--- config.mk ---
export PLATFORM = sky130hd
export DESIGN_NAME = icrm_regs
export DESIGN_NICKNAME = d
export VERILOG_FILES = /design/src/core/icrm_regs.v
export VERILOG_INCLUDE_DIRS = /design/src /design/src/core
export SDC_FILE = /design/constraint.sdc
export NUM_CORES = 1
export LEC_CHECK = 0
export CORE_AREA = 2 2 139 141
export CTS_BUF_LIST = sky130_fd_sc_hd__clkbuf_4
export DETAILED_ROUTE_END_ITERATION = 10
export DIE_AREA = 0 0 141 143
export DONT_BUFFER_PORTS = 1
export GPL_TIMING_DRIVEN = 0
export PLACE_DENSITY = 0.76
export SLEW_MARGIN = 15
export SYNTH_ARGS = -nofsm -noshare
export SYNTH_HDL_FRONTEND = slang
export SYNTH_SLANG_ARGS = --single-unit
export TNS_END_PERCENT = 5
--- constraint.sdc ---
create_clock -name clk_i -period 2.9 [get_ports clk_i]
set_input_delay 0.725 -clock clk_i [delete_from_list [all_inputs] [get_ports clk_i]]
set_output_delay 0.725 -clock clk_i [all_outputs]
set_load 0.02 [all_outputs]
--- src/core/icrm_defs.vh ---
// What this block does
// RQ1: all access through two register groups
// RQ2: decode 00-2B as link controller group
// RQ3: 00-1F reads rx fifo, writes tx fifo
// RQ4: decode 30-3B as layer-1 and highway group
// RQ5: 25 reads byte count low, writes address two
// RQ6: 38 reads bearer two, writes features one
// RQ7: 39 features two reads back last write
// RQ8: 30 serial port control reads back write
// RQ9: fifo pointer advances after every window access
// RQ10: status read clears all visible flags but two
// RQ11: masked sources hidden, stay pending internally
// RQ12: empty addresses ignore writes, read zero
`ifndef ICRM_DEFS_VH
`define ICRM_DEFS_VH
`define ICRM_FIFO_LAST   6'h1F
`define ICRM_LO_LAST     6'h2B
`define ICRM_HI_FIRST    6'h30
`define ICRM_HI_LAST     6'h3B
`define ICRM_INT_STAT    6'h20
`define ICRM_LINK_STAT   6'h21
`define ICRM_MODE        6'h22
`define ICRM_TIMER       6'h23
`define ICRM_EXT_CAUSE   6'h24
`define ICRM_RXCNT_LO    6'h25
`define ICRM_RX_SAPI     6'h26
`define ICRM_RX_STAT     6'h27
`define ICRM_TERM_ID1    6'h28
`define ICRM_RX_CTRL     6'h29
`define ICRM_RXCNT_HI    6'h2A
`define ICRM_LINK_STAT2  6'h2B
`define ICRM_SER_PORT    6'h30
`define ICRM_CI0         6'h31
`define ICRM_MO0         6'h32
`define ICRM_CI1         6'h33
`define ICRM_MO1         6'h34
`define ICRM_CHSEL1      6'h35
`define ICRM_CHSEL2      6'h36
`define ICRM_B1          6'h37
`define ICRM_B2          6'h38
`define ICRM_FEAT2       6'h39
`define ICRM_MOS         6'h3A
`define ICRM_SQ          6'h3B
`define ICRM_BIT_EXT     0
`define ICRM_BIT_CHG     2
`define ICRM_BIT_MULT    2
`define ICRM_RST_ZERO    8'h00
`define ICRM_RST_CI_TX0  8'h3C
`define ICRM_RST_SQ_TX   8'h0F
`define ICRM_IDLE_READ   8'h00
`endif

--- src/core/icrm_regs.v ---
// Local design decision: the address-and-strobe port.
`timescale 1ns/1ps
`default_nettype none
`include "icrm_defs.vh"
module icrm_regs #(
  parameter FIFO_AW = 5
) (
  // clock and reset
  input  wire        clk_i,
  input  wire        nrst_i,
  // register port
  input  wire [5:0]  addr_i,
  input  wire [7:0]  wdata_i,
  input  wire        wr_i,
  input  wire        rd_i,
  output reg  [7:0]  rdata_o,
  // receive fifo side
  input  wire [7:0]  rx_fifo_data_i,
  output wire [4:0]  rx_fifo_ptr_o,
  output wire        rx_fifo_pop_o,
  // transmit fifo side
  output wire [4:0]  tx_fifo_ptr_o,
  output wire        tx_fifo_push_o,
  output wire [7:0]  tx_fifo_data_o,
  // core status inputs
  input  wire [7:0]  int_event_i,
  input  wire [7:0]  link_status_i,
  input  wire [7:0]  ext_cause_i,
  input  wire [7:0]  rx_byte_count_low_i,
  input  wire [7:0]  rx_sapi_i,
  input  wire [7:0]  rx_frame_status_i,
  input  wire [7:0]  rx_control_i,
  input  wire [7:0]  rx_byte_count_high_i,
  input  wire [7:0]  link_status2_i,
  input  wire [7:0]  ci_rx0_i,
  input  wire [7:0]  mon_rx0_i,
  input  wire [7:0]  ci_rx1_i,
  input  wire [7:0]  mon_rx1_i,
  input  wire [7:0]  bearer_first_i,
  input  wire [7:0]  bearer_second_i,
  input  wire [7:0]  mon_status_i,
  input  wire [7:0]  sq_rx_i,
  // write-side configuration outputs
  output reg  [7:0]  link_command_o,
  output reg         link_command_stb_o,
  output reg  [7:0]  hdlc_mode_config_o,
  output reg  [7:0]  timer_config_o,
  output reg  [7:0]  tx_frame_address_1_o,
  output reg  [7:0]  tx_frame_address_2_o,
  output reg  [7:0]  own_sapi_1_o,
  output reg  [7:0]  own_sapi_2_o,
  output reg  [7:0]  own_tei_1_o,
  output reg  [7:0]  own_tei_2_o,
  output reg         multi_frame_o,
  output reg  [7:0]  serial_port_control_o,
  output reg  [7:0]  ci_tx0_o,
  output reg  [7:0]  mon_tx0_o,
  output reg  [7:0]  ci_tx1_o,
  output reg  [7:0]  mon_tx1_o,
  output reg  [7:0]  channel_select_first_o,
  output reg  [7:0]  channel_select_second_o,
  output reg  [7:0]  sync_transfer_control_o,
  output reg  [7:0]  additional_features_first_o,
  output reg  [7:0]  additional_features_second_o,
  output reg  [7:0]  mon_control_o,
  output reg  [7:0]  sq_tx_o,
  // interrupt
  output wire        int_o
);

  // ****************************************
  // address map overview
  // ****************************************
  // 00-1f  read: receive fifo window
  // 00-1f  write: transmit fifo window
  // 20     read: visible pending flags
  // 20     write: interrupt mask
  // 21     read: link status
  // 21     write: link command, one-cycle strobe
  // 22     read/write: hdlc mode config
  // 23     read/write: timer config
  // 24     read: extended cause, clears ext flag
  // 24     write: transmit frame address one
  // 25     read: receive byte count low
  // 25     write: transmit frame address two
  // 26     read: received service point id
  // 26     write: own service point id one
  // 27     read: receive frame status
  // 27     write: own service point id two
  // 28     read: empty, returns idle value
  // 28     write: own terminal id one
  // 29     read: receive control field
  // 29     write: own terminal id two
  // 2a     read: receive byte count high
  // 2a     write: ignored
  // 2b     read: second link status
  // 2b     write: multi-frame bit only
  // 2c-2f  gap: writes ignored, reads idle
  // 30     read/write: serial port control
  // 31     read: command/indication rx zero, clears change flag
  // 31     write: command/indication tx zero
  // 32     read/write sides: monitor channel zero
  // 33     read/write sides: command/indication one
  // 34     read/write sides: monitor channel one
  // 35-36  read/write: channel select pair
  // 37     read: bearer one; write: sync transfer control
  // 38     read: bearer two; write: features one
  // 39     read/write: features two
  // 3a     read: monitor status; write: monitor control
  // 3b     read/write sides: s/q channel
  // 3c-3f  gap: writes ignored, reads idle
  //
  // hazards for users
  // - window reads pop, so no speculative reads
  // - status read clears, read only when serving
  // - read data valid one cycle only
  // - no wait states, every strobe taken
  //
  // port timing
  // - strobes are single-cycle pulses
  // - write lands at the strobe edge
  // - read data follows one cycle later
  // - read data returns to 00 after that
  // - back-to-back strobes are fine
  // - both strobes at once: both act
  //
  // reset state
  // - config outputs 00 except ci tx zero and s/q tx
  // - ci tx zero and s/q tx hold defaults
  // - pointers, mask and pending cleared
  // - int low until a new event
  //
  // core side expectations
  // - status inputs share this clock
  // - events may be pulses or levels
  // - a level event re-sets after a clear
  // - rx fifo data follows pointer combinationally
  // - tx push carries its own data byte

  // ****************************************
  // address decode
  // ****************************************
  wire in_fifo = (addr_i <= `ICRM_FIFO_LAST); // RQ3
  wire in_lo   = (addr_i <= `ICRM_LO_LAST); // RQ2
  wire in_hi   = (addr_i >= `ICRM_HI_FIRST) && (addr_i <= `ICRM_HI_LAST); // RQ4

  // decode notes
  // - window covers 00-1f both ways
  // - low group ends at 2b
  // - high group spans 30-3b
  // - 2c-2f and 3c-3f are gaps
  // - only six address bits decoded

  // ****************************************
  // fifo window pointers
  // ****************************************
  reg [FIFO_AW-1:0] rx_ptr_reg;
  reg [FIFO_AW-1:0] tx_ptr_reg;
  reg [7:0]         tx_data_reg;
  reg               tx_push_reg;

  assign rx_fifo_ptr_o  = rx_ptr_reg[4:0];
  assign tx_fifo_ptr_o  = tx_ptr_reg[4:0];
  assign rx_fifo_pop_o  = rd_i && in_fifo; // RQ3
  assign tx_fifo_push_o = tx_push_reg;
  assign tx_fifo_data_o = tx_data_reg;

  // pointer behaviour
  // - one step per strobe, never more
  // - wraps from 1f back to 00
  // - no full or empty guard here
  // - core side owns occupancy tracking
  // - push pulse lags write by a cycle
  // - pushed byte sits at pointer minus one
  // - pop pulse is the strobe itself
  // - rx data taken at strobe cycle
  // - reset parks both pointers at 00
  // - software may use block moves
  // - offset inside window is ignored
  // - reads and writes step separately
  // - widths beyond five bits are cut
  //
  // pointers step after each window access
  always @(posedge clk_i or negedge nrst_i) begin
    if (!nrst_i) begin
      rx_ptr_reg  <= {FIFO_AW{1'b0}};
      tx_ptr_reg  <= {FIFO_AW{1'b0}};
      tx_data_reg <= `ICRM_RST_ZERO;
      tx_push_reg <= 1'b0;
    end else begin
      tx_push_reg <= wr_i && in_fifo; // RQ3
      if (rd_i && in_fifo) begin
        rx_ptr_reg <= rx_ptr_reg + 1'b1; // RQ9
      end
      if (wr_i && in_fifo) begin
        tx_ptr_reg  <= tx_ptr_reg + 1'b1; // RQ9
        tx_data_reg <= wdata_i;
      end
    end
  end

  // ****************************************
  // interrupt status and mask
  // ****************************************
  reg  [7:0] pend_reg;
  reg  [7:0] mask_reg;
  wire [7:0] keep_mask;
  wire [7:0] clr_status;
  wire       rd_status = rd_i && (addr_i == `ICRM_INT_STAT);
  wire       rd_cause  = rd_i && (addr_i == `ICRM_EXT_CAUSE);
  wire       rd_ci_rx0 = rd_i && (addr_i == `ICRM_CI0);

  // flag handling in short
  // - events or into pending every cycle
  // - masked bits stay pending, just hidden
  // - unmasking a pending bit raises int
  // - ext and change flags need reads of 24 and 31
  // - a clear never beats a same-cycle event
  // - mask write takes effect next cycle
  // - status read shows pending and not mask
  // - reads other than 20, 24 and 31 leave the flags alone
  // - int output is a plain level

  // flags that a status read leaves alone
  assign keep_mask  = (8'h01 << `ICRM_BIT_EXT) | (8'h01 << `ICRM_BIT_CHG);
  // a read clears only bits that were visible
  assign clr_status = rd_status ? (~mask_reg & ~keep_mask) : 8'h00; // RQ10
  assign int_o      = |(pend_reg & ~mask_reg); // RQ11

  // sticky pending bits, new events win over clears
  always @(posedge clk_i or negedge nrst_i) begin
    if (!nrst_i) begin
      pend_reg <= `ICRM_RST_ZERO;
      mask_reg <= `ICRM_RST_ZERO;
    end else begin
      pend_reg <= (pend_reg & ~clr_status
                   & ~({7'h00, rd_cause} << `ICRM_BIT_EXT) // RQ10
                   & ~({7'h00, rd_ci_rx0} << `ICRM_BIT_CHG)) // RQ10
                  | int_event_i;
      if (wr_i && (addr_i == `ICRM_INT_STAT)) begin
        mask_reg <= wdata_i; // RQ11
      end
    end
  end

  // ****************************************
  // configuration registers
  // ****************************************
  // every write-side register except the interrupt mask and the tx window byte sits here
  // - command strobe pulses for one cycle
  // - command byte holds until next write
  // - multi-frame keeps just one bit
  // - read-back copies feed the read mux
  // - write-only copies never read back
  // - defaults come from the constants header
  // - no side effects beyond the load
  always @(posedge clk_i or negedge nrst_i) begin
    if (!nrst_i) begin
      link_command_o               <= `ICRM_RST_ZERO;
      link_command_stb_o           <= 1'b0;
      hdlc_mode_config_o           <= `ICRM_RST_ZERO;
      timer_config_o               <= `ICRM_RST_ZERO;
      tx_frame_address_1_o         <= `ICRM_RST_ZERO;
      tx_frame_address_2_o         <= `ICRM_RST_ZERO;
      own_sapi_1_o                 <= `ICRM_RST_ZERO;
      own_sapi_2_o                 <= `ICRM_RST_ZERO;
      own_tei_1_o                  <= `ICRM_RST_ZERO;
      own_tei_2_o                  <= `ICRM_RST_ZERO;
      multi_frame_o                <= 1'b0;
      serial_port_control_o        <= `ICRM_RST_ZERO;
      ci_tx0_o                     <= `ICRM_RST_CI_TX0;
      mon_tx0_o                    <= `ICRM_RST_ZERO;
      ci_tx1_o                     <= `ICRM_RST_ZERO;
      mon_tx1_o                    <= `ICRM_RST_ZERO;
      channel_select_first_o       <= `ICRM_RST_ZERO;
      channel_select_second_o      <= `ICRM_RST_ZERO;
      sync_transfer_control_o      <= `ICRM_RST_ZERO;
      additional_features_first_o  <= `ICRM_RST_ZERO;
      additional_features_second_o <= `ICRM_RST_ZERO;
      mon_control_o                <= `ICRM_RST_ZERO;
      sq_tx_o                      <= `ICRM_RST_SQ_TX;
    end else begin
      link_command_stb_o <= wr_i && (addr_i == `ICRM_LINK_STAT);
      if (wr_i) begin
        // write side decode
        // - shared offsets load the write register
        // - read-only places are not listed
        // - gap addresses hit the default
        // unlisted addresses fall through untouched
        case (addr_i)
          `ICRM_LINK_STAT:  link_command_o               <= wdata_i;
          `ICRM_MODE:       hdlc_mode_config_o           <= wdata_i;
          `ICRM_TIMER:      timer_config_o               <= wdata_i;
          `ICRM_EXT_CAUSE:  tx_frame_address_1_o         <= wdata_i;
          `ICRM_RXCNT_LO:   tx_frame_address_2_o         <= wdata_i; // RQ5
          `ICRM_RX_SAPI:    own_sapi_1_o                 <= wdata_i;
          `ICRM_RX_STAT:    own_sapi_2_o                 <= wdata_i;
          `ICRM_TERM_ID1:   own_tei_1_o                  <= wdata_i;
          `ICRM_RX_CTRL:    own_tei_2_o                  <= wdata_i;
          `ICRM_LINK_STAT2: multi_frame_o                <= wdata_i[`ICRM_BIT_MULT];
          `ICRM_SER_PORT:   serial_port_control_o        <= wdata_i; // RQ8
          `ICRM_CI0:        ci_tx0_o                     <= wdata_i;
          `ICRM_MO0:        mon_tx0_o                    <= wdata_i;
          `ICRM_CI1:        ci_tx1_o                     <= wdata_i;
          `ICRM_MO1:        mon_tx1_o                    <= wdata_i;
          `ICRM_CHSEL1:     channel_select_first_o       <= wdata_i;
          `ICRM_CHSEL2:     channel_select_second_o      <= wdata_i;
          `ICRM_B1:         sync_transfer_control_o      <= wdata_i;
          `ICRM_B2:         additional_features_first_o  <= wdata_i; // RQ6
          `ICRM_FEAT2:      additional_features_second_o <= wdata_i; // RQ7
          `ICRM_MOS:   mon_control_o                <= wdata_i;
          `ICRM_SQ:    sq_tx_o                      <= wdata_i;
          default:     link_command_o               <= link_command_o; // RQ12
        endcase
      end
    end
  end

  // ****************************************
  // read mux, data one cycle after strobe
  // ****************************************
  // read side decode
  // - window returns the current rx byte
  // - shared offsets return the read register
  // - gaps and write-only places give idle
  // - clears and pops happen elsewhere
  reg [7:0] rd_next;
  always @* begin
    rd_next = `ICRM_IDLE_READ; // RQ12
    if (in_fifo) begin
      rd_next = rx_fifo_data_i; // RQ3
    end else if (in_lo || in_hi) begin // RQ1
      case (addr_i)
        `ICRM_INT_STAT:   rd_next = pend_reg & ~mask_reg; // RQ11
        `ICRM_LINK_STAT:  rd_next = link_status_i;
        `ICRM_MODE:       rd_next = hdlc_mode_config_o;
        `ICRM_TIMER:      rd_next = timer_config_o;
        `ICRM_EXT_CAUSE:  rd_next = ext_cause_i;
        `ICRM_RXCNT_LO:   rd_next = rx_byte_count_low_i; // RQ5
        `ICRM_RX_SAPI:    rd_next = rx_sapi_i;
        `ICRM_RX_STAT:    rd_next = rx_frame_status_i;
        `ICRM_RX_CTRL:    rd_next = rx_control_i;
        `ICRM_RXCNT_HI:   rd_next = rx_byte_count_high_i;
        `ICRM_LINK_STAT2: rd_next = link_status2_i;
        `ICRM_SER_PORT:   rd_next = serial_port_control_o; // RQ8
        `ICRM_CI0:        rd_next = ci_rx0_i;
        `ICRM_MO0:        rd_next = mon_rx0_i;
        `ICRM_CI1:        rd_next = ci_rx1_i;
        `ICRM_MO1:        rd_next = mon_rx1_i;
        `ICRM_CHSEL1:     rd_next = channel_select_first_o;
        `ICRM_CHSEL2:     rd_next = channel_select_second_o;
        `ICRM_B1:         rd_next = bearer_first_i;
        `ICRM_B2:         rd_next = bearer_second_i; // RQ6
        `ICRM_FEAT2:      rd_next = additional_features_second_o; // RQ7
        `ICRM_MOS:   rd_next = mon_status_i;
        `ICRM_SQ:    rd_next = sq_rx_i;
        default:     rd_next = `ICRM_IDLE_READ; // RQ12
      endcase
    end
  end

  // read data register
  // - loads the mux only under a strobe
  // - idle cycles drive 00
  // - assertions lean on this idle value
  //
  // registered read data
  always @(posedge clk_i or negedge nrst_i) begin
    if (!nrst_i) begin
      rdata_o <= `ICRM_RST_ZERO;
    end else begin
      rdata_o <= rd_i ? rd_next : `ICRM_RST_ZERO;
    end
  end

endmodule
`default_nettype wire

==> run metrics <==
crit path from rd_i; yosys warns 0; die area slightly above 0.02 mm²; CP required 2.17 ns; Worst R2R Path Depth 4; Setup-failing EPs final 0; vias in the first global route 7,816; Cell Area, Placed slightly above 0.01 mm²; sequential area share after synthesis 52.9%; Mapped Nets 972; Worst-Margin Slew 1.18 ns; cts repair resizes 0; Initial DRC Count 715; Power Dens Cells 696 mW/mm²; chip width 141 µm; CTS tree done; Post-DRT Antenna Nets 0; design area 0.0111 mm²; fin crit share 92.0%; Max Fclk 375 MHz; status finished with violations; DR DRC count 0; routed vias/inst 6.71; RSZ-0062 raised after global routing false; mapped cell area 0.0101 mm²; failing checks negative hold slack; CTS Buffer Depth 3; Hold/Removal Path Class primary input to asynchronous set/reset pin; fin nets 1,030; total gr overflow 0; Clock Latency Late Sink 0.71 ns; crit path capture type output port; Yosys reg bits 213; Num Clock Sinks between 200 and 250; Post-Route WL about 36 mm; Netlist cell types 73; pin count of the biggest net entering global routing 214; ys async rst share 100%; via count 7,702; skew final 0.0922 ns; critical path startpoint category primary input; Die Y 143 µm; Initial Util 54.3%; PortBufs 0; Slew Limit Fails 0; H-tree levels 2; ys flop type dfrtp_1; Setup Fix Bufs, Post-CTS 0; Lkg Pwr 5.18 nW; share of cells above drive strength 1 37.2%; number of synthesized flops with an enable pin 0; fin crit period 2.67 ns; Reg2Reg Launch Point additional_features_second_o[0]; pre-CTS setup slack between 0.05 and 0.06 ns; Peak supply drop 0.420 mV; R2R Setup Slk 0.70 ns; root buffer cell clkbuf_4; Setup TNS 0 ns; worst hold margin -0.289 ns; max_cap viols 0; Pre-antenna DRT Iters 5; CP Max Fanout 10; Post-Syn Instances 808; first-pass GRT wire length about 51 mm; gr usage total around a third; initial antenna violation count 5; Final Util 59.9%; commonest non-fill, non-tap cell in the layout dfrtp_1; # rows 50; Rel. slew slack 20.6%; IO Count roughly 360; WS Path Type primary input to output port; setup ws final 0.232 ns; wire length per cell 31.1 µm; Hold Vio Cnt, Final between 200 and 250; core area 0.0186 mm²; Inserted Clock Buffers 56; Layout area overhead 10.2%; hpwl dp 26.1 mm; arrival time at the worst endpoint 1.94 ns; CTS clock-pin slew for the worst setup and hold paths around 0.080 ns; Mean Syn Cell Area 12.5 µm²; RR Endpoint rdata_o[0]; gpl congestion approximately 1.0; most frequent cells in the layout dfrtp_1, mux2_2, clkbuf_4
## report_power, final
part,leakage [nW],internal (mW),switching (mW)
registers,2.76,3.39,0.916
clock network,0.433,1.39,1.25
logic,1.99,0.412,0.388
## cells by family (layout without fill, tap and decap cells)
logic type	Yosys count	in the layout	share of synthesized area, %
other	0	5	0
buffers and inverters	67	168	3.62
AOI/OAI and AO/OA	100	100	7.93
muxes	206	206	22.8
and+or+nand+nor	212	212	11.8
xor gates and xnor gates	8	8	0.694
adders and majority gates	2	2	0.248
DFF	213	213	52.9
## critical path: stages
cell	delay, ns
clkbuf_1	0.30
nor2b_1	0.57
buf_4	0.34
## stage by stage
stage,std cells,power (mW),hold WS [ns]
finish,1148,7.75,-0.289
global route,1145,8.05,-0.282
CTS,1143,7.78,-0.305
detailed placement,1042,5.15,0.432
global placement,1042,5.11,0.433
floorplan,808,4.81,0.429
## layout make-up
type                            count  area (µm²)
Antenna cell                        5        12.5
Sequential cell                   213        5340
Inverter                            5        18.8
Buffer                             62         347
Tap cell                          234         293
Fill cell                        1533        7460
Multi-Input combinational cell    528        4390
Clock inverter                     12        53.8
Clock buffer                       89         668
## cell usage after synthesis (all sizes together), types with 3 or more instances
library cell	number	area, µm²
a31oi	6	37.5
a22o	5	43.8
mux2	183	2060
nand4	13	81.3
inv	5	18.8
and3	17	106
nand4b	3	26.3
o31ai	5	37.5
o31a	3	26.3
nand3b	3	22.5
buf	35	243
a21oi	8	40.0
xnor2	7	61.3
nand2b	8	50.1
mux2i	22	220
nor2	22	97.6
dfstp	8	210
a221o	3	30.0
or2	4	25.0
a22oi	19	143
nand2	73	284
a221oi	5	43.8
a21o	8	60.1
clkbuf	27	104
or4b	3	30.0
nor4	4	25.0
and2	3	20.0
a32o	5	50.1
a2111oi	7	70.1
dfrtp	205	5130
a32oi	10	87.6
nand3	23	143
nor3	15	86.3
nor2b	10	72.6
o21ai	3	15.0
## per-layer routing
metal	track usage, %	share of wire, %	wire (µm)	up-vias
li1	-	-	-	3135
met1	43.3	37	13200	3887
met2	54.7	46	16300	565
met3	13.6	13	4610	115
met4	15.1	4.3	1540	0
met5	0	0	0	-
## worst max path at each step
stage                     slack [ns]       endpoint  cells after the start
final                           0.23  rx_fifo_pop_o                      3
after CTS                       0.28          int_o                      3
after detailed placement        0.05     rdata_o[0]                      8
after global placement          0.05     rdata_o[0]                      8
after global routing            0.11          int_o                      3
after floorplan                 0.65  rx_fifo_pop_o                      4
(Power assumes the default switching activity.)
